<file path="config.mk">
export PLATFORM = sky130hd
export DESIGN_NAME = acc_conv_ctrl
export DESIGN_NICKNAME = d
export VERILOG_FILES = /design/src/verilog/acc_pkg.sv /design/src/verilog/acc_conv_ctrl.sv /design/src/verilog/acc_sar_engine.sv
export SDC_FILE = /design/constraint.sdc
export NUM_CORES = 1
export LEC_CHECK = 0
export ABC_AREA = 1
export BUFFER_PORTS_ARGS = -buffer_cell sky130_fd_sc_hd__buf_2
export CAP_MARGIN = 30
export CORE_ASPECT_RATIO = 0.6
export CORE_MARGIN = 2
export CORE_UTILIZATION = 44
export DETAILED_ROUTE_END_ITERATION = 6
export PLACE_DENSITY = 0.8
export SLEW_MARGIN = 5
export SYNTH_ARGS = -nofsm -noshare
export SYNTH_HDL_FRONTEND = slang
export SYNTH_SLANG_ARGS = --single-unit
</file>
<file path="constraint.sdc">
create_clock -name I_SYS_CLK -period 1.8 [get_ports I_SYS_CLK]
set_clock_uncertainty 0.2 [all_clocks]
set_input_delay 0.36 -clock I_SYS_CLK [delete_from_list [all_inputs] [get_ports I_SYS_CLK]]
set_output_delay 0.36 -clock I_SYS_CLK [all_outputs]
set_load 0.1 [all_outputs]
</file>
<file path="src/verilog/acc_pkg.sv">
// shared constants for the converter control block
package acc_pkg;

  ////////////////////////////////////////////////////////////////////////////
  // register map: printed offsets are indices, byte address is four times
  localparam logic [9:0] ACC_IDX_RESULT = 10'h070; // result register index
  localparam logic [9:0] ACC_IDX_CSR = 10'h071; // control/status index
  localparam logic [11:0] ACC_ADR_RESULT = {ACC_IDX_RESULT, 2'b00};
  localparam logic [11:0] ACC_ADR_CSR = {ACC_IDX_CSR, 2'b00};

  ////////////////////////////////////////////////////////////////////////////
  // control/status field layout
  localparam int ACC_BIT_DONE = 7; // conversion_done_flag
  localparam int ACC_BIT_ON = 5; // converter_on
  localparam int ACC_CH_LSB = 0; // channel_select low bit
  localparam int ACC_CH_W = 4; // channel_select width

  ////////////////////////////////////////////////////////////////////////////
  // values after reset
  localparam logic [7:0] ACC_RESULT_RESET = 8'h00;
  localparam logic [ACC_CH_W-1:0] ACC_CH_RESET = 4'h0;
  localparam logic [31:0] ACC_BUS_ZERO = 32'h0000_0000;

  ////////////////////////////////////////////////////////////////////////////
  // conversion timing, counted in converter clock periods
  localparam int ACC_CONV_PERIODS = 12; // whole conversion
  localparam int ACC_SAR_STEPS = 8; // approximation steps
  localparam int ACC_SAMPLE_PERIODS = ACC_CONV_PERIODS - ACC_SAR_STEPS;
  localparam logic [3:0] ACC_SAMPLE_LAST = 4'(ACC_SAMPLE_PERIODS - 1);
  localparam logic [3:0] ACC_STEP_LAST = 4'(ACC_SAR_STEPS - 1);

  ////////////////////////////////////////////////////////////////////////////
  // settling time after leaving halt, as a least time
  localparam int ACC_CLK_PERIOD_PS = 8000; // 125 MHz system clock
  localparam int ACC_STAB_TIME_NS = 1000; // settling time after halt
  localparam int ACC_STAB_CYCLES =
    (ACC_STAB_TIME_NS * 1000 + ACC_CLK_PERIOD_PS - 1) / ACC_CLK_PERIOD_PS;
  localparam logic [11:0] ACC_STAB_LAST = 12'(ACC_STAB_CYCLES - 1);

  ////////////////////////////////////////////////////////////////////////////
  // sequencer states
  typedef enum logic [1:0] {
    ACC_OFF,
    ACC_SETTLE,
    ACC_SAMPLE,
    ACC_APPROX
  } acc_state_type;

endpackage : acc_pkg

</file>
<file path="src/verilog/acc_conv_ctrl.sv">
// converter control: wishbone registers, sequencer and sar engine
`timescale 1ns/1ps
module acc_conv_ctrl
  import acc_pkg::*;
#(
  parameter int RES_W = 8, // converter resolution
  parameter int PINS = 16 // analog-capable port pins
) (
  input wire logic I_SYS_CLK,
  input wire logic I_RST,
  // classic wishbone slave
  input wire logic I_WB_CYC,
  input wire logic I_WB_STB,
  input wire logic I_WB_WE,
  input wire logic [11:0] I_WB_ADR,
  input wire logic [3:0] I_WB_SEL,
  input wire logic [31:0] I_WB_DAT,
  output logic O_WB_ACK,
  output logic [31:0] O_WB_DAT,
  // power state of the cpu
  input wire logic I_HALT,
  // analog front end
  input wire logic I_COMPARATOR,
  output logic O_CONVERTER_POWER,
  output logic [ACC_CH_W-1:0] O_CHANNEL_SELECT,
  output logic O_SAMPLE,
  output logic [RES_W-1:0] O_DAC_CODE,
  // port pins seen as logic levels
  input wire logic [PINS-1:0] I_PIN_LEVEL,
  output logic [PINS-1:0] O_PIN_LEVEL
);

  ////////////////////////////////////////////////////////////////////////////
  // elaboration checks
  generate
    if (RES_W != 8) begin : g_bad_res
      $error("acc_conv_ctrl: result register is eight bits wide");
    end
    if (PINS < 1 || PINS > 16) begin : g_bad_pins
      $error("acc_conv_ctrl: between 1 and 16 pins supported");
    end
  endgenerate

  ////////////////////////////////////////////////////////////////////////////
  // declarations
  logic bus_req; // cycle and strobe both high
  logic hit_result; // address decodes to the result register
  logic hit_csr; // address decodes to control/status
  logic wr_csr; // control/status write takes effect now
  logic rd_result; // result read completes now
  logic wr_on; // converter_on bit of the written byte
  logic restart; // write with converter_on set
  logic run; // converter powered for this cycle's decision
  logic ctrl_on; // converter_on bit
  logic [ACC_CH_W-1:0] ctrl_ch; // channel_select field
  logic done_flag; // conversion_done_flag
  logic need_settle; // halt seen, settling not yet finished
  acc_state_type state; // sequencer state
  acc_state_type next_state; // sequencer state next cycle
  logic adc_phase; // converter clock enable toggle
  logic tick; // one converter clock period ends
  logic [3:0] period_cnt; // periods within the current phase
  logic [11:0] settle_cnt; // cycles spent settling
  logic sar_clear; // hold trial at mid scale
  logic sar_step; // one approximation step
  logic sar_done; // result just captured
  logic [RES_W-1:0] sar_trial; // trial code from the engine
  logic [RES_W-1:0] sar_result; // last result from the engine
  logic [7:0] csr_view; // control/status as read back
  logic [31:0] rd_mux; // read data before the output register

  ////////////////////////////////////////////////////////////////////////////
  // bus decode

  // only the low byte lane carries register data
  always_comb begin
    bus_req = I_WB_CYC & I_WB_STB;
    hit_result = (I_WB_ADR[11:2] == ACC_IDX_RESULT);
    hit_csr = (I_WB_ADR[11:2] == ACC_IDX_CSR);
    // writes land at the edge where ack is sampled high
    wr_csr = bus_req & I_WB_WE & O_WB_ACK & hit_csr & I_WB_SEL[0];
    rd_result = bus_req & ~I_WB_WE & O_WB_ACK & hit_result;
    wr_on = I_WB_DAT[ACC_BIT_ON];
    restart = wr_csr & wr_on;
  end

  // read-back view of control/status, reserved bits forced low
  always_comb begin
    csr_view = 8'h00;
    csr_view[ACC_BIT_DONE] = done_flag;
    csr_view[ACC_BIT_ON] = ctrl_on;
    csr_view[ACC_CH_LSB +: ACC_CH_W] = ctrl_ch;
  end

  // read data multiplexer; unmapped addresses read zero
  always_comb begin
    rd_mux = ACC_BUS_ZERO;
    if (hit_result) begin
      rd_mux[7:0] = sar_result;
    end else if (hit_csr) begin
      rd_mux[7:0] = csr_view;
    end
  end

  ////////////////////////////////////////////////////////////////////////////
  // wishbone answer

  // ack one cycle after the request, dropped the cycle after
  always_ff @(posedge I_SYS_CLK) begin
    if (I_RST) begin
      O_WB_ACK <= 1'b0;
    end else begin
      O_WB_ACK <= bus_req & ~O_WB_ACK;
    end
  end

  // read data registered together with ack, held until the next answer
  always_ff @(posedge I_SYS_CLK) begin
    if (I_RST) begin
      O_WB_DAT <= ACC_BUS_ZERO;
    end else if (bus_req && !O_WB_ACK) begin
      O_WB_DAT <= I_WB_WE ? ACC_BUS_ZERO : rd_mux;
    end
  end

  ////////////////////////////////////////////////////////////////////////////
  // control register

  // software-owned fields; the result register ignores writes
  always_ff @(posedge I_SYS_CLK) begin
    if (I_RST) begin
      ctrl_on <= 1'b0;
      ctrl_ch <= ACC_CH_RESET;
    end else if (wr_csr) begin
      ctrl_on <= wr_on;
      ctrl_ch <= I_WB_DAT[ACC_CH_LSB +: ACC_CH_W];
    end
  end

  // done flag: hardware sets it, a result read or a control/status write clears it, set wins
  always_ff @(posedge I_SYS_CLK) begin
    if (I_RST) begin
      done_flag <= 1'b0;
    end else if (sar_done) begin
      done_flag <= 1'b1;
    end else if (wr_csr || rd_result) begin
      done_flag <= 1'b0;
    end
  end

  ////////////////////////////////////////////////////////////////////////////
  // power state

  // the converter runs on its own bit and halt only; wait mode is
  // not an input here, so it cannot disturb a conversion
  always_comb begin
    run = (wr_csr ? wr_on : ctrl_on) & ~I_HALT;
  end

  // halt leaves a settling debt that must be paid before sampling
  always_ff @(posedge I_SYS_CLK) begin
    if (I_RST) begin
      need_settle <= 1'b0;
    end else if (I_HALT) begin
      need_settle <= 1'b1;
    end else if (state == ACC_SETTLE && settle_cnt == ACC_STAB_LAST) begin
      need_settle <= 1'b0;
    end
  end

  // settling cycle counter, cleared outside the settling state
  always_ff @(posedge I_SYS_CLK) begin
    if (I_RST) begin
      settle_cnt <= '0;
    end else if (state != ACC_SETTLE || next_state != ACC_SETTLE) begin
      settle_cnt <= '0;
    end else begin
      settle_cnt <= settle_cnt + 12'd1;
    end
  end

  ////////////////////////////////////////////////////////////////////////////
  // sequencer

  // next state: off, settle, sample, approximate, and round again
  always_comb begin
    next_state = state;
    if (!run) begin
      next_state = ACC_OFF;
    end else if (restart) begin
      // abort whatever is running and start afresh
      next_state = need_settle ? ACC_SETTLE : ACC_SAMPLE;
    end else begin
      case (state)
        ACC_OFF: begin
          // power up and begin the first conversion
          next_state = need_settle ? ACC_SETTLE : ACC_SAMPLE;
        end
        ACC_SETTLE: begin
          if (settle_cnt == ACC_STAB_LAST) begin
            next_state = ACC_SAMPLE;
          end
        end
        ACC_SAMPLE: begin
          if (tick && period_cnt == ACC_SAMPLE_LAST) begin
            next_state = ACC_APPROX;
          end
        end
        ACC_APPROX: begin
          if (tick && period_cnt == ACC_STEP_LAST) begin
            next_state = ACC_SAMPLE;
          end
        end
        default: begin
          next_state = ACC_OFF;
        end
      endcase
    end
  end

  // state register
  always_ff @(posedge I_SYS_CLK) begin
    if (I_RST) begin
      state <= ACC_OFF;
    end else begin
      state <= next_state;
    end
  end

  // converter clock enable: every second system cycle, realigned on
  // each phase change so a conversion always spans the same cycles
  always_ff @(posedge I_SYS_CLK) begin
    if (I_RST) begin
      adc_phase <= 1'b0;
    end else if (restart || next_state != state) begin
      adc_phase <= 1'b0;
    end else begin
      adc_phase <= ~adc_phase;
    end
  end

  // a converter period closes on the second cycle of the pair
  always_comb begin
    tick = adc_phase;
  end

  // periods inside the sampling and approximation phases
  always_ff @(posedge I_SYS_CLK) begin
    if (I_RST) begin
      period_cnt <= '0;
    end else if (restart || next_state != state) begin
      period_cnt <= '0;
    end else if (tick) begin
      period_cnt <= period_cnt + 4'd1;
    end
  end

  // engine strobes; sampling holds the trial, steps run on ticks
  always_comb begin
    sar_clear = (state == ACC_SAMPLE) | restart;
    sar_step = (state == ACC_APPROX) & tick & run & ~restart;
  end

  ////////////////////////////////////////////////////////////////////////////
  // approximation engine

  acc_sar_engine #(
    .RES_W(RES_W)
  ) u_sar (
    .i_clk(I_SYS_CLK),
    .i_rst(I_RST),
    .i_clear(sar_clear),
    .i_step(sar_step),
    .i_cmp(I_COMPARATOR),
    .o_trial(sar_trial),
    .o_result(sar_result),
    .o_done(sar_done)
  );

  ////////////////////////////////////////////////////////////////////////////
  // analog front end outputs

  // power, channel and sampling switch; the sample switch opens for
  // the approximation steps so the capacitor is isolated
  always_ff @(posedge I_SYS_CLK) begin
    if (I_RST) begin
      O_CONVERTER_POWER <= 1'b0;
      O_CHANNEL_SELECT <= ACC_CH_RESET;
      O_SAMPLE <= 1'b0;
    end else begin
      O_CONVERTER_POWER <= (next_state != ACC_OFF);
      O_CHANNEL_SELECT <= wr_csr ?
        I_WB_DAT[ACC_CH_LSB +: ACC_CH_W] : ctrl_ch;
      O_SAMPLE <= (next_state == ACC_SAMPLE);
    end
  end

  // trial code to the dac, one register behind the engine
  always_ff @(posedge I_SYS_CLK) begin
    if (I_RST) begin
      O_DAC_CODE <= '0;
    end else begin
      O_DAC_CODE <= sar_trial;
    end
  end

  ////////////////////////////////////////////////////////////////////////////
  // digital view of the pins

  // the analog mux never blocks the logic path of a pin
  always_ff @(posedge I_SYS_CLK) begin
    if (I_RST) begin
      O_PIN_LEVEL <= '0;
    end else begin
      O_PIN_LEVEL <= I_PIN_LEVEL;
    end
  end

endmodule : acc_conv_ctrl

</file>
<file path="src/verilog/acc_sar_engine.sv">
// successive-approximation register: trial code, result and done pulse
`timescale 1ns/1ps
module acc_sar_engine
  import acc_pkg::*;
#(
  parameter int RES_W = 8 // resolution in bits
) (
  input wire logic i_clk,
  input wire logic i_rst,
  input wire logic i_clear, // hold trial at mid scale (sampling)
  input wire logic i_step, // one approximation step this cycle
  input wire logic i_cmp, // comparator: input at or above trial
  output logic [RES_W-1:0] o_trial, // code presented to the dac
  output logic [RES_W-1:0] o_result, // last finished result
  output logic o_done // one-cycle pulse after the last step
);

  ////////////////////////////////////////////////////////////////////////////
  // internal state
  logic [RES_W-1:0] mask; // bit under trial
  logic [RES_W-1:0] kept; // trial with the tested bit decided

  // decide the tested bit from the comparator
  always_comb begin
    kept = i_cmp ? o_trial : (o_trial & ~mask);
  end

  // walk the trial bit from msb to lsb, one bit per step
  always_ff @(posedge i_clk) begin
    if (i_rst) begin
      mask <= '0;
      o_trial <= '0;
    end else if (i_clear) begin
      mask <= RES_W'(1) << (RES_W - 1); // start at mid scale
      o_trial <= RES_W'(1) << (RES_W - 1);
    end else if (i_step) begin
      mask <= mask >> 1;
      o_trial <= kept | (mask >> 1); // next bit tried high
    end
  end

  // capture the result at the last step and hold it until the next
  always_ff @(posedge i_clk) begin
    if (i_rst) begin
      o_result <= ACC_RESULT_RESET;
      o_done <= 1'b0;
    end else begin
      o_done <= i_step & mask[0];
      if (i_step && mask[0]) begin
        o_result <= kept;
      end
    end
  end

endmodule : acc_sar_engine

</file>
==> flow_summary.ini <==
[run_status]
outcome = complete, but fails checks
failed_checks = negative setup slack

[die]
initial_utilization_pct = 45.2
ios = 134
placeableCoreArea_sq_um = 7880
die_width_microns = 120
die_height_microns = 73.7
fp.dieArea_sq_um = 8860
row_count = 25

[global_routing]
grt_use_met1_pct = 24.1
global_route.peak_usage_layer = met2
track_usage_pct = 20.7
grt_antenna_before_repair = 0
grt_start_max_net_pins = 38
first_global_vias = 3122
grt_first_pass_wirelength_mm = 14.3
grt_util_met2_pct = 35.4
grt_remaining_overflow = 0
global_route.usage.met3_pct = 5.75

[timing]
max_freq_mhz = 515
final.period_utilization_pct = 108
count_of_endpoints_failing_setup_in_the_final_report = 42
fin_tns_setup_ps = -3150
finalWorstPathRequiredPeriod_ps = 1940
rsz0062_at_grt = true
hold_viol = 0
final.setup.worst_slack_ps = -143
hold-worst-slack_ps = 19.0
maxSlewViolCount = 0

[setup_path]
critical_path_peak_fanout = 5
crit_arrival_ps = 2000
cp_top_family = simple AND/OR/NAND/NOR gates
setup_cp_type = input port to flip-flop
worst_path_most_repeated_cell = buf_4
cells_along_the_critical_path = buf_2, nor2_2, nand2_1, nor2_4, buf_4, nand4_1, nand2_2, nand2_4, buf_4, nand3_4, nand2_8, nor3_2
worst-r2r-cell-count = 9
critical_path.slowest_cell = nand4_1
cp.depth = 12
worstPathBufferInverterCount = 3
crit_path_end_kind = flip-flop
slowest_delay_ps = 280
worst-endpoint-required_ps = 1860
sort_of_element_at_the_start_of_the_critical_path = input port

[drt]
finalWirelength_mm = 9.92
detailedRoute.firstIterationViolations = 276
detailedRoute.firstPassIterationCount = 4
route.vias.total = 3320
number_of_remaining_drc_errors = 0
final_antenna_net_count = 0
drt-wirelength-per-cell_microns = 14.5
vias_per_cell = 4.85

[synthesis]
postSynth.asyncResetShare_pct = 0
sequential_element_share_of_the_synthesized_area_pct = 48.3
yosys_warnings = 0
netlist-cell-type-count = 38
synth.largest_area_cell = dfxtp_1
yosys_most_used_dff = dfxtp_1
synth_commonest_cells = dfxtp_1, nand2_1, inv_1
post_synth.cell_area_avg_sq_um = 7.96
yosysTopAreaCellShare_pct = 48.3
ys_top_cells_by_area = dfxtp_1, nand2_1, a21oi_1, inv_1, nor2_1
postSynthCellCount = 448
netlist_area_sq_um = 3570
synth_enable_flop_cells = 0
yosys_reg_bits = 86
synth.most_common_cell = dfxtp_1

[final_layout]
drive_above_1_share_pct = 42.5
antenna_diode_instance_count = 0
final_core_utilization_pct = 64.0
signed_area_change_from_the_synthesized_netlist_to_the_final_layout_pct = 41.5
finish.net_count = 645
finalNonFillerCells = 684
postLayoutCellArea_sq_um = 5050

[power_and_ir_drop]
cellLeakagePower_uw = 0.00223
ir_worst_vdd_mv = 0.536
power.density_cell_area_nw_per_um2 = 853

[cts]
cts.path.max_buffers = 2
clkLatencyLatePin_ps = 340
clock_root_cell = clkbuf_16
cts_made_buffers = 9
cts.clk_slew.worst_paths_ps = 60
cts_tree = yes
clock-sinks = 86
htree_num_levels = 3

[place]
io_buffers = 77
place.detailed.hpwl_mm = 6.04
postPlaceCellArea_sq_um = 4290
gp_congestion = 0.842
dp_cells = 659

[run]
drv_cap = 0

[hold_path]
hold_path_class = input port to flip-flop
worstHoldPathCells = 3
==> registers in the layout (all words and copies together) (netlist names) <==
| name | count |
|---|---|
| O_CHANNEL_SELECT | 4 |
| O_CONVERTER_POWER | 1 |
| O_DAC_CODE | 8 |
| O_PIN_LEVEL | 16 |
| O_SAMPLE | 1 |
| O_WB_ACK | 1 |
| O_WB_DAT | 8 |
| adc_phase | 1 |
| ctrl_on | 1 |
| done_flag | 1 |
| need_settle | 1 |
| period_cnt | 4 |
| settle_cnt | 12 |
| state | 2 |
| u_sar.mask | 8 |
| u_sar.o_done | 1 |
| u_sar.o_result | 8 |
| u_sar.o_trial | 8 |
==> placed cells by master, fill, tap and decap left out, types with 2 or more instances in the layout <==
cell | synthesis | final
buf_6 | 3 | 2
dfxtp_2 | 0 | 5
inv_6 | 0 | 2
nand3_4 | 1 | 5
nor2_1 | 53 | 47
nand2_4 | 1 | 10
nor3_2 | 0 | 5
a21oi_1 | 47 | 27
nand3_2 | 1 | 2
nor3_1 | 13 | 5
a221oi_1 | 5 | 5
nand2_2 | 4 | 17
clkbuf_16 | 0 | 11
buf_2 | 2 | 77
nor2_2 | 15 | 18
ha_4 | 0 | 2
nand3_1 | 12 | 7
nor3_4 | 0 | 3
nor2_4 | 3 | 6
dfxtp_1 | 86 | 80
xnor2_1 | 4 | 4
o21ai_1 | 1 | 3
clkinv_4 | 1 | 4
buf_12 | 0 | 3
xor2_1 | 5 | 5
a21oi_4 | 0 | 3
inv_2 | 2 | 2
o21ai_0 | 7 | 5
a21oi_2 | 1 | 18
nand2_1 | 72 | 49
inv_1 | 57 | 55
buf_4 | 25 | 42
nand4_1 | 6 | 6
inv_4 | 1 | 2
a22oi_1 | 2 | 2
conb_1 | 1 | 24
==> report_power, final <==
group	total, uW	leakage [uW]	internal, uW	switching, uW
clock network	1740	0.000136	949	792
logic	620	0.00140	111	509
registers	1950	0.000701	1930	14.2
total	4310	0.00223	2990	1310
==> cell type report <==
class,count,area [sq um]
inverters,62,250
clock inverters,7,56.3
fillers,601,2840
repair buffers,126,833
well taps,108,135
multi-input cells,286,1820
clock buffers,9,225
flip-flops and latches,86,1730
==> worst min-delay path: stages <==
cell and delay, ps:
buf_2 80, inv_1 30, nor2_1 60
==> per-layer routing <==
| layer | vias up | routed length (microns) |
|---|---|---|
| met5 | - | 0 |
| li1 | 1611 | - |
| met1 | 1540 | 4170 |
| met3 | 35 | 702 |
| met2 | 134 | 4730 |
| met4 | 0 | 322 |
==> stage by stage <==
step	worst slack (ps)	power (uW)
final	-143	4310
after global routing	-203	4430
after CTS	-30.8	4290
after detailed placement	-397	2560
after global placement	-280	2560
after floorplan	-145	2490
==> cell families after synthesis <==
kind of cell    count (synthesis)  synth area share [%]
compound gates                 65                  10.1
xor+xnor                        9                  2.21
fa+ha+maj                       3                  1.05
buf+inv                        99                  14.0
flops                          86                  48.3
mux                             1                 0.281
other cells                     1                 0.105
simple gates                  184                  24.0
==> path summary, 6_finish.rpt <==
check	start	endpoint	slack, ps
setup reg to reg	O_WB_ACK$_SDFF_PP0_	period_cnt[1]$_SDFFE_PP0P_	-120
hold / removal	I_PIN_LEVEL[11]	O_PIN_LEVEL[11]$_SDFF_PP0_	20
setup / recovery	I_WB_ADR[11]	adc_phase$_SDFF_PP0_	-140
hold reg to reg	u_sar.o_done$_SDFF_PP0_	done_flag$_SDFFE_PP0P_	240
==> repair_timing <==
item,in CTS,in global routing
pin swaps,12,22
hold buffers,0,0
gates cloned,0,2
gates resized for setup,29,68
buffers inserted,6,1
endpoints found under the setup margin,43,44
Note: power is estimated with default switching activity, not from simulation.
